$ cat src/sac_step_atten_regs.vh
// Register map, field positions and reset values of the step attenuator control block
`ifndef SAC_STEP_ATTEN_REGS_VH
`define SAC_STEP_ATTEN_REGS_VH

// Register byte offsets
`define SAC_OFF_CTRL 8'h00
`define SAC_OFF_SWATT 8'h04
`define SAC_OFF_STATUS 8'h08
`define SAC_OFF_COUNT 8'h0c

// Register select codes returned by the address decoder
`define SAC_SEL_NONE 3'h0
`define SAC_SEL_CTRL 3'h1
`define SAC_SEL_SWATT 3'h2
`define SAC_SEL_STATUS 3'h3
`define SAC_SEL_COUNT 3'h4

// Field positions
`define SAC_CTRL_OVR_BIT 0
`define SAC_STAT_SERIAL_BIT 8
`define SAC_STAT_DIRECT_BIT 9
`define SAC_STAT_ADDR_LSB 10
`define SAC_COUNT_MISS_LSB 16
`define SAC_FRM_DATA_LSB 0
`define SAC_FRM_ADDR_LSB 8

// Widths
`define SAC_ATTEN_W 7
`define SAC_FRAME_W 16
`define SAC_CNT_W 16

// Reset and power-up values
`define SAC_ATTEN_MAX 7'h7f
`define SAC_CTRL_RST 1'b0
`define SAC_SWATT_RST 7'h7f
`define SAC_CNT_RST 16'h0000

// Bus responses
`define SAC_RESP_OKAY 2'h0
`define SAC_RESP_SLVERR 2'h2

`endif

$ cat src/sac_serial_rx.v
// Serial frame receiver with strapped address match
`timescale 1ns/1ps
module sac_serial_rx (
	// Clock and reset
	input wire mclk,
	input wire rst,
	// Serial pins
	input wire serialClk,
	input wire serialData,
	input wire serialMode,
	input wire [2:0] addrStrap,
	input wire loadEdge,
	// Frame result
	output reg [6:0] frameWord,
	output reg frameHit,
	output reg frameMiss
);
`include "sac_step_atten_regs.vh"

reg serialClkPrev;
reg [`SAC_FRAME_W-1:0] shiftReg;
wire clkRise;
wire addrMatch;

assign clkRise = serialClk & ~serialClkPrev;
assign addrMatch = (shiftReg[`SAC_FRM_ADDR_LSB+2:`SAC_FRM_ADDR_LSB] == addrStrap);

always @(posedge mclk) begin
	if (rst) begin
		serialClkPrev <= 1'b0;
		shiftReg <= {`SAC_FRAME_W{1'b0}};
		frameWord <= `SAC_ATTEN_MAX;
		frameHit <= 1'b0;
		frameMiss <= 1'b0;
	end else begin
		serialClkPrev <= serialClk;
		// Shift only in serial mode so parallel traffic cannot leave a stale frame
		if (serialMode && clkRise) begin
			shiftReg <= {shiftReg[`SAC_FRAME_W-2:0], serialData};
		end
		frameHit <= serialMode & loadEdge & addrMatch;
		frameMiss <= serialMode & loadEdge & ~addrMatch;
		if (serialMode && loadEdge && addrMatch) begin
			frameWord <= shiftReg[`SAC_FRM_DATA_LSB+6:`SAC_FRM_DATA_LSB];
		end
	end
end

endmodule // sac_serial_rx

$ cat src/sac_step_atten.v
// Step attenuator control: pin modes, power-up state and AXI4-Lite registers
//
// Decided for this implementation: the register offsets and register access over AXI4-Lite.
`timescale 1ns/1ps
module sac_step_atten (
	// Clock and reset
	input wire mclk,
	input wire rst,
	// Mode and strobe pins
	input wire serialParallelSelect,
	input wire latchStrobe,
	// Address straps
	input wire addrPin0,
	input wire addrPin1,
	input wire addrPin2,
	// Serial pins
	input wire serialClk,
	input wire serialData,
	// Parallel control pins
	input wire step16db,
	input wire step8db,
	input wire step4db,
	input wire step2db,
	input wire step1db,
	input wire stepHalfDb,
	// Attenuation state
	output reg [6:0] attenWord,
	// AXI4-Lite write address
	input wire [7:0] s_axi_awaddr,
	input wire [2:0] s_axi_awprot,
	input wire s_axi_awvalid,
	output reg s_axi_awready,
	// AXI4-Lite write data
	input wire [31:0] s_axi_wdata,
	input wire [3:0] s_axi_wstrb,
	input wire s_axi_wvalid,
	output reg s_axi_wready,
	// AXI4-Lite write response
	output reg [1:0] s_axi_bresp,
	output reg s_axi_bvalid,
	input wire s_axi_bready,
	// AXI4-Lite read address
	input wire [7:0] s_axi_araddr,
	input wire [2:0] s_axi_arprot,
	input wire s_axi_arvalid,
	output reg s_axi_arready,
	// AXI4-Lite read data
	output reg [31:0] s_axi_rdata,
	output reg [1:0] s_axi_rresp,
	output reg s_axi_rvalid,
	input wire s_axi_rready
);
`include "sac_step_atten_regs.vh"

localparam [1:0] ST_POWERUP = 2'b01;
localparam [1:0] ST_RUN = 2'b10;

// Word-aligned decode; byte lanes below bit 2 are ignored
function [2:0] regSelect;
	input [7:0] addr;
	begin
		case ({addr[7:2], 2'b00})
			`SAC_OFF_CTRL: regSelect = `SAC_SEL_CTRL;
			`SAC_OFF_SWATT: regSelect = `SAC_SEL_SWATT;
			`SAC_OFF_STATUS: regSelect = `SAC_SEL_STATUS;
			`SAC_OFF_COUNT: regSelect = `SAC_SEL_COUNT;
			default: regSelect = `SAC_SEL_NONE;
		endcase
	end
endfunction

reg [1:0] state_reg;
reg [1:0] state_next;
reg [6:0] atten_next;
reg latchPrev_reg;
reg ctrlOvr_reg;
reg [6:0] swAtten_reg;
reg [`SAC_CNT_W-1:0] loadCount_reg;
reg [`SAC_CNT_W-1:0] missCount_reg;
reg [7:0] awAddr_reg;
reg awHeld_reg;
reg [31:0] wData_reg;
reg [3:0] wStrb_reg;
reg wHeld_reg;
reg [31:0] readValue;

wire serialMode;
wire directMode;
wire latchRise;
wire [6:0] parallelWord;
wire [5:0] stepPins;
wire [2:0] addrStrap;
wire [6:0] frameWord;
wire frameHit;
wire frameMiss;
wire parallelLoad;
wire doWrite;
wire [2:0] wrSel;
wire [2:0] rdSel;

assign serialMode = serialParallelSelect;
assign directMode = ~serialParallelSelect & latchStrobe;
assign latchRise = latchStrobe & ~latchPrev_reg;
// Pin group runs from the half step up, so pin g lands on word bit g+1
assign stepPins = {step16db, step8db, step4db, step2db, step1db, stepHalfDb};
// The quarter step has no parallel pin, so parallel words are always even
assign parallelWord[0] = 1'b0;
genvar g;
generate
	for (g = 0; g < 6; g = g + 1) begin : gWeight
		// Each line inserts only its own weight
		assign parallelWord[g + 1] = stepPins[g];
	end
endgenerate
assign addrStrap = {addrPin2, addrPin1, addrPin0};
assign parallelLoad = ~serialParallelSelect & latchRise;
assign doWrite = awHeld_reg & wHeld_reg & ~s_axi_bvalid;
assign wrSel = regSelect(awAddr_reg);
assign rdSel = regSelect(s_axi_araddr);

sac_serial_rx serialRx (
	.mclk(mclk),
	.rst(rst),
	.serialClk(serialClk),
	.serialData(serialData),
	.serialMode(serialMode),
	.addrStrap(addrStrap),
	.loadEdge(latchRise),
	.frameWord(frameWord),
	.frameHit(frameHit),
	.frameMiss(frameMiss)
);

// Attenuation state selection
always @* begin
	state_next = state_reg;
	atten_next = attenWord;
	case (state_reg)
		ST_POWERUP: begin
			// Strobe is low here, so the lines are read as a power-up strap
			if (parallelWord != 7'h00) begin
				atten_next = parallelWord;
			end else begin
				atten_next = `SAC_ATTEN_MAX;
			end
			state_next = ST_RUN;
		end
		ST_RUN: begin
			// Override wins over every pin load so software can park the attenuator
			if (ctrlOvr_reg) begin
				atten_next = swAtten_reg;
			end else if (frameHit) begin
				atten_next = frameWord;
			end else if (parallelLoad) begin
				atten_next = parallelWord;
			end else if (directMode) begin
				atten_next = parallelWord;
			end
		end
		default: begin
			state_next = ST_POWERUP;
			atten_next = `SAC_ATTEN_MAX;
		end
	endcase
end

always @(posedge mclk) begin
	if (rst) begin
		state_reg <= ST_POWERUP;
		attenWord <= `SAC_ATTEN_MAX;
		latchPrev_reg <= 1'b0;
	end else begin
		state_reg <= state_next;
		attenWord <= atten_next;
		latchPrev_reg <= latchStrobe;
	end
end

// Load and reject counters wrap; they are for field diagnosis only
always @(posedge mclk) begin
	if (rst) begin
		loadCount_reg <= `SAC_CNT_RST;
		missCount_reg <= `SAC_CNT_RST;
	end else if (state_reg == ST_RUN) begin
		if (frameHit || parallelLoad) begin
			loadCount_reg <= loadCount_reg + 16'h0001;
		end
		if (frameMiss) begin
			missCount_reg <= missCount_reg + 16'h0001;
		end
	end
end

// Write channels are taken independently and joined before the response
// No new address or data is taken while a response waits, so none is lost
always @(posedge mclk) begin
	if (rst) begin
		s_axi_awready <= 1'b0;
		s_axi_wready <= 1'b0;
		awHeld_reg <= 1'b0;
		wHeld_reg <= 1'b0;
		awAddr_reg <= 8'h00;
		wData_reg <= 32'h00000000;
		wStrb_reg <= 4'h0;
		s_axi_bvalid <= 1'b0;
		s_axi_bresp <= `SAC_RESP_OKAY;
	end else begin
		s_axi_awready <= s_axi_awvalid & ~s_axi_awready & ~awHeld_reg & ~s_axi_bvalid;
		s_axi_wready <= s_axi_wvalid & ~s_axi_wready & ~wHeld_reg & ~s_axi_bvalid;
		if (s_axi_awvalid && s_axi_awready) begin
			awAddr_reg <= s_axi_awaddr;
			awHeld_reg <= 1'b1;
		end
		if (s_axi_wvalid && s_axi_wready) begin
			wData_reg <= s_axi_wdata;
			wStrb_reg <= s_axi_wstrb;
			wHeld_reg <= 1'b1;
		end
		if (doWrite) begin
			awHeld_reg <= 1'b0;
			wHeld_reg <= 1'b0;
			s_axi_bvalid <= 1'b1;
			if (wrSel == `SAC_SEL_NONE) begin
				s_axi_bresp <= `SAC_RESP_SLVERR;
			end else begin
				s_axi_bresp <= `SAC_RESP_OKAY;
			end
		end else if (s_axi_bvalid && s_axi_bready) begin
			s_axi_bvalid <= 1'b0;
		end
	end
end

// Software registers; read-only registers silently ignore writes
always @(posedge mclk) begin
	if (rst) begin
		ctrlOvr_reg <= `SAC_CTRL_RST;
		swAtten_reg <= `SAC_SWATT_RST;
	end else if (doWrite && wStrb_reg[0]) begin
		if (wrSel == `SAC_SEL_CTRL) begin
			ctrlOvr_reg <= wData_reg[`SAC_CTRL_OVR_BIT];
		end
		if (wrSel == `SAC_SEL_SWATT) begin
			swAtten_reg <= wData_reg[6:0];
		end
	end
end

// Read data mux
always @* begin
	readValue = 32'h00000000;
	case (rdSel)
		`SAC_SEL_CTRL: readValue[`SAC_CTRL_OVR_BIT] = ctrlOvr_reg;
		`SAC_SEL_SWATT: readValue[6:0] = swAtten_reg;
		`SAC_SEL_STATUS: begin
			readValue[6:0] = attenWord;
			readValue[`SAC_STAT_SERIAL_BIT] = serialMode;
			readValue[`SAC_STAT_DIRECT_BIT] = directMode;
			readValue[`SAC_STAT_ADDR_LSB+2:`SAC_STAT_ADDR_LSB] = addrStrap;
		end
		`SAC_SEL_COUNT: begin
			readValue[`SAC_CNT_W-1:0] = loadCount_reg;
			readValue[`SAC_COUNT_MISS_LSB+15:`SAC_COUNT_MISS_LSB] = missCount_reg;
		end
		default: readValue = 32'h00000000;
	endcase
end

// Read data is captured at the address handshake; later changes are not seen
always @(posedge mclk) begin
	if (rst) begin
		s_axi_arready <= 1'b0;
		s_axi_rvalid <= 1'b0;
		s_axi_rdata <= 32'h00000000;
		s_axi_rresp <= `SAC_RESP_OKAY;
	end else begin
		s_axi_arready <= s_axi_arvalid & ~s_axi_arready & ~s_axi_rvalid;
		if (s_axi_arvalid && s_axi_arready) begin
			s_axi_rvalid <= 1'b1;
			s_axi_rdata <= readValue;
			if (rdSel == `SAC_SEL_NONE) begin
				s_axi_rresp <= `SAC_RESP_SLVERR;
			end else begin
				s_axi_rresp <= `SAC_RESP_OKAY;
			end
		end else if (s_axi_rvalid && s_axi_rready) begin
			s_axi_rvalid <= 1'b0;
		end
	end
end

endmodule // sac_step_atten

$ cat config.mk
export PLATFORM = sky130hd
export DESIGN_NAME = sac_step_atten
export DESIGN_NICKNAME = d
export VERILOG_FILES = /design/src/sac_serial_rx.v /design/src/sac_step_atten.v
export VERILOG_INCLUDE_DIRS = /design/src
export SDC_FILE = /design/constraint.sdc
export NUM_CORES = 1
export LEC_CHECK = 0
export BUFFER_PORTS_ARGS = -buffer_cell sky130_fd_sc_hd__buf_4
export CAP_MARGIN = 20
export CORE_UTILIZATION = 28
export CTS_BUF_LIST = sky130_fd_sc_hd__clkbuf_8 sky130_fd_sc_hd__clkbuf_16
export CTS_CLUSTER_DIAMETER = 60
export DETAILED_ROUTE_END_ITERATION = 8
export HOLD_SLACK_MARGIN = 0.08
export SETUP_SLACK_MARGIN = 0.02
export SYNTH_ARGS = -nofsm -noshare
export SYNTH_HDL_FRONTEND = slang
export SYNTH_SLANG_ARGS = --single-unit
$ cat constraint.sdc
create_clock -name mclk -period 1.8 [get_ports mclk]
set_input_delay 0.27 -clock mclk [delete_from_list [all_inputs] [get_ports mclk]]
set_output_delay 0.27 -clock mclk [all_outputs]
set_load 0.01 [all_outputs]
# After elaboration in Yosys (flattened, before gate mapping)

Cells that the tools add are included.

Register bits after elaboration: 130
Word-level logic and storage cells: 113
Output and inout port bits: 48

Add/subtract/negate cells: 2
Mux-type cells: 20
Equality and inequality tests: 16
Reduce and logical (&&, ||, !) cells: 22
Bitwise operators: 28

Operators with widths:

| kind                  | count |
|---|---|
| $mux 7                | 5 |
| $add 16x1->16 const B | 2 |
| $eq 6x2->1 const B    | 4 |
| $pmux 3 s4            | 2 |
| $mux 19               | 1 |
| $pmux 6 s3            | 1 |
| $and 1x1->1           | 17 |
| $pmux 7 s2            | 1 |
| $eq 6x1->1 const B    | 2 |
| $logic_not 6->1       | 2 |
| $not 1->1             | 11 |
| $pmux 5 s2            | 1 |
| $eq 3x2->1 const B    | 3 |
| $logic_and 1x1->1     | 9 |
| $reduce_and 2->1      | 4 |
| $reduce_bool 7->1     | 1 |
| $eq 3x1->1 const B    | 2 |
| $logic_not 3->1       | 2 |
| $mux 1                | 5 |
| $ne 5x4->1 const B    | 1 |
| $mux 2                | 2 |
| $pmux 1 s4            | 1 |
| $pmux 2 s2            | 1 |
| $reduce_bool 2->1     | 2 |
| other kinds (6)       | 6 |

# Longest topological paths before layout

Depth in word-level cells: 7
Depth in mapped cells: 7

# Cells and area by module

From an unflattened synthesis, not the netlist that was laid out.

Cell total of the unflattened synthesis: 604
Area total of the unflattened synthesis: 5388.9 µm²

Modules (own cells, without submodules):

| module         | area an instance (µm²) | cells an instance | times used |
|---|---|---|---|
| sac_step_atten | 4595.7                 | 526               | 1 |
| sac_serial_rx  | 793.3                  | 78                | 1 |

# Worst setup path after synthesis

OpenSTA, ideal clock, no wires.

Path type: register to register
From: register state_reg[0]
To: register missCount_reg[15]
Cell stages (with the launch flop): 7
Period minus slack after synthesis: 1.928 ns
Data arrival time: 1.807 ns
Buffers on the path: 0
Setup slack: -0.128 ns
Data required time: 1.679 ns
Cells stage by stage: dfxtp_1 -> inv_1 -> ha_1 -> nand3_1 -> nor4_1 -> nor3b_1 -> mux2_2

Word-level cells in the longest chain between the ends: 2

RTL lines:

| item                       | RTL line             | text |
|---|---|---|
| start, declared            | sac_step_atten.v:72  | `reg [1:0] state_reg;` |
| start signal, assigned     | sac_step_atten.v:173 | `state_reg <= state_next;` |
| $eq 2x2->1                 | sac_step_atten.v:184 | `end else if (state_reg == ST_RUN) begin` |
| $reduce_and 2->1 (no line) | --                   |  |
| end signal, assigned       | sac_step_atten.v:183 | `` missCount_reg <= `SAC_CNT_RST; `` |
| end signal, assigned       | sac_step_atten.v:189 | `missCount_reg <= missCount_reg + 16'h0001;` |
| end, declared              | sac_step_atten.v:79  | `` reg [`SAC_CNT_W-1:0] missCount_reg; `` |

Every way passes these cells.
A chain may end at the register's enable or synchronous reset.

# Worst setup path in the final report

From: register awAddr_reg[7]
To: register swAtten_reg[0]

Word-level cells in the longest chain between the ends: 4
Elaborated cells on any way between the ends: 7

RTL lines:

| item                                     | RTL line             | text |
|---|---|---|
| start, declared                          | sac_step_atten.v:80  | `reg [7:0] awAddr_reg;` |
| start signal, assigned                   | sac_step_atten.v:211 | `awAddr_reg <= s_axi_awaddr;` |
| $eq 6x2->1, or another cell as far along | sac_step_atten.v:62  | `case ({addr[7:2], 2'b00})` |
| $pmux 3 s4 *                             | sac_step_atten.v:62  |  |
| $eq 3x2->1 (no line) *                   | --                   |  |
| $reduce_and 2->1 (no line) *             | --                   |  |
| end signal, assigned                     | sac_step_atten.v:238 | `` swAtten_reg <= `SAC_SWATT_RST; `` |
| end signal, assigned                     | sac_step_atten.v:244 | `swAtten_reg <= wData_reg[6:0];` |
| end, declared                            | sac_step_atten.v:77  | `reg [6:0] swAtten_reg;` |

Every way passes the cells marked *; elsewhere a longest branch is shown, timed or not.

==> flow_summary.toml <==
[sta]
setup_viol = 0
final.setup.tns_ns = 0
whs_ns = 0.1164
maxSlewViolCount = 0
max_freq_mhz = 577.8
rsz0062_at_grt = "yes"
period_minus_slack_ns = 1.731
tightest_slew_ns = 0.5837
period_share_pct = 96.15
fin_skew_ns = 0.007769
setup_ws_ns = 0.06922
hold_viol = 0
slew_headroom_pct = 60.92

[clock_network]
tritoncts = "built"
cts-root-buf = "clkbuf_16"
cts_buffers = 17
cts_htree_levels = 4
cts_sinks = 126
clockBufferDepth = 2
clk_pin_slew_ns = 0.06
worstSkewPairLatency_ns = 0.41

[status]
status = "finished, final reports clean"

[worst_hold_path]
worstHoldPathType = "in2reg"

[worst_setup_path]
worst_setup_path_end_kind = "flop"
critical_path_class = "reg2reg"
cp_max_fo = 14
arrival_ns = 2.03
cp.required_ns = 2.10
worstSetupStartpointType = "flop"

[detailed_routing]
drt_iter0_drc = 255
drt-wirelength-per-cell_um = 13.65
drc_errors = 0
drt_wl_total_um = 13080
vias_per_cell = 4.843
drtAntennaViolNets = 0
vias = 4640
first_pass_iters = 5

[power_and_ir_drop]
p_clk_share_pct = 50.4
p_comb_share_pct = 9.1
vdd_drop_max_uv = 689.2
intPower_uw = 5592
p_per_area_mw_per_mm2 = 1010
seq_power_share_pct = 40.5
swShare_pct = 23.00
leakage_uw = 0.002805
p_switching_uw = 1671

[cells_and_area]
final_core_util_pct = 38.43
largest_reg_flops = 32
fillCellCount = 1893
antenna_cells = 0
multi_input_area_mm2 = 0.002705
layout.nets = 793
drive_gt1_share_pct = 27.07
final_cells = 958
regArea_mm2 = 0.002524
syn_to_final_growth_pct = 34.20

[place]
port_buffers = 85
dpl.hpwl_um = 9338
gp_congestion = 0.7845
placed_cells = 923
pre_cts_slack_ns = -0.03376

[global_route]
grt_pass1_wl_um = 21490
grt_pass1_vias = 4386
grt_max_degree = 37
track_usage_pct = 13.78
antenna_found_initial = 0
overflow = 0

[flow_run]
maxCapViolCount = 0

[floorplan]
pin_count = 126
die_h_um = 140.3
row_count = 50
dieWidth_um = 140.3
core-area_mm2 = 0.01871
die_area_mm2 = 0.01969
initial_core_util_pct = 28.64

[synth]
syn_inst = 604
synthFlopType = "dfxtp_1"
syn_area_mm2 = 0.005356
synthArstFlopShare_pct = 0
synth-edff-count = 0
yosysUniqueCellTypes = 54
ys_seq_area_share_pct = 47.09
synth_seq_cells = 126
syn_area_per_cell_um2 = 8.868
yosys_warnings = 0
[per-layer routing]
metal	track usage [%]	share of wire (%)
met1	18.25	49
met2	20.87	44
met3	4.205	5.2
met4	5.379	1.5
met5	0	0
[cells in the mapped netlist, types with 2 or more instances]
library cell  instances  share of area, %
dfxtp_1             126                47
xnor2_1               8               1.3
o32a_1                4              0.75
mux2_2               10               2.1
mux2i_1              23               4.3
nand2b_1              4              0.47
nor3_1               22               2.1
nand3_1              30               2.8
nor4_1                8              0.93
a31oi_1               2              0.23
and4_1                4              0.65
nand4_1               8              0.93
nor3_2                4              0.75
a2111oi_0             2              0.33
or4_1                 7              0.98
nor2_1               89               6.2
buf_2                 3              0.28
a211oi_1              2              0.28
buf_1                 9              0.63
a21oi_1              50               4.7
o21ai_0              11               1.0
o211ai_1              3              0.42
a22o_1               10               1.6
nand3b_1              3              0.42
nor2b_1               7              0.82
inv_1                 7              0.49
buf_4                 4              0.56
a22oi_1              27               3.8
o31ai_1               4              0.56
nor3b_1               4              0.56
or3_1                 3              0.35
xor2_1               13               2.1
ha_1                  4              0.93
nor4b_1               4              0.65
clkbuf_1             27               1.9
nand2_1              38               2.7
and3_1                3              0.35
[what timing repair did]
item	4_1_cts	5_1_grt
gates resized for setup	2	13
pin swaps	0	2
hold buffers	1	0
setup buffers	0	2
endpoints found under the hold margin	1	0
endpoints found under the setup margin	6	23
gates cloned	0	0
[cell usage in the layout, fill, tap and decap left out, drive strengths merged, types with 5 or more instances in the layout]
master	count
dfxtp	126
nor4	8
mux2i	23
inv	9
clkbuf	19
mux2	10
xnor2	8
nand4	8
o21ai	11
nand3	30
nor2b	7
nor2	89
a21oi	50
nand2	38
xor2	13
a22o	10
nor3	26
buf	130
clkinvlp	5
or4	8
a22oi	27
[final timing paths]
| check | start | endpoint | slack [ns] | cells after the start |
|---|---|---|---|---|
| max reg2reg | awAddr_reg[7] | swAtten_reg[0] | 0.07 | 5 |
| max | awAddr_reg[7] | swAtten_reg[0] | 0.07 | 5 |
| min reg2reg | wStrb_reg[0] | wStrb_reg[0] | 0.46 | 2 |
| min | latchStrobe | latchPrev_reg | 0.12 | 2 |
[worst max-delay path: stages, from the launching register on]
cell and delay [ns]:
dfxtp_1 0.31, or4_4 0.54, or4_4 0.43, buf_6 0.17, nor3_2 0.11, a21oi_1 0.06
[metrics by stage]
stage | total power (µW) | cell area [µm²]
after global routing | 7550 | 7188
after global placement | 3638 | 6461
final | 7263 | 7188
after detailed placement | 3641 | 6461
after CTS | 7331 | 7116
after floorplan | 3341 | 5375
[cells by family after synthesis]
kind of cell               after synthesis  synth area share, %
AOI/OAI and AO/OA                      122                14.79
DFF                                    126                47.09
buffers and inverters                   51                4.064
other                                    1              0.07001
xor gates and xnor gates                21                3.434
adders and majority gates                4               0.9344
muxes                                   34                6.821
and+or+nand+nor                        245                22.80
[final cells by class]
| type | instances | area share (%) |
|---|---|---|
| clock buffers | 19 | 6.301 |
| clock inverters | 13 | 2.576 |
| inverters | 7 | 0.3655 |
| multi-input cells | 428 | 37.63 |
| flip-flops and latches | 126 | 35.11 |
| well taps | 234 | 4.073 |
| repair buffers | 131 | 13.94 |
[power groups by stage]
stage	clock network [µW]	registers [µW]	logic, µW
after floorplan	0	3000	344
after global placement	0	3000	638
after detailed placement	0	3000	641
after CTS	3740	2940	648
after global routing	3870	2950	724
final	3660	2940	661
Note: power is estimated with default switching activity, not from simulation.
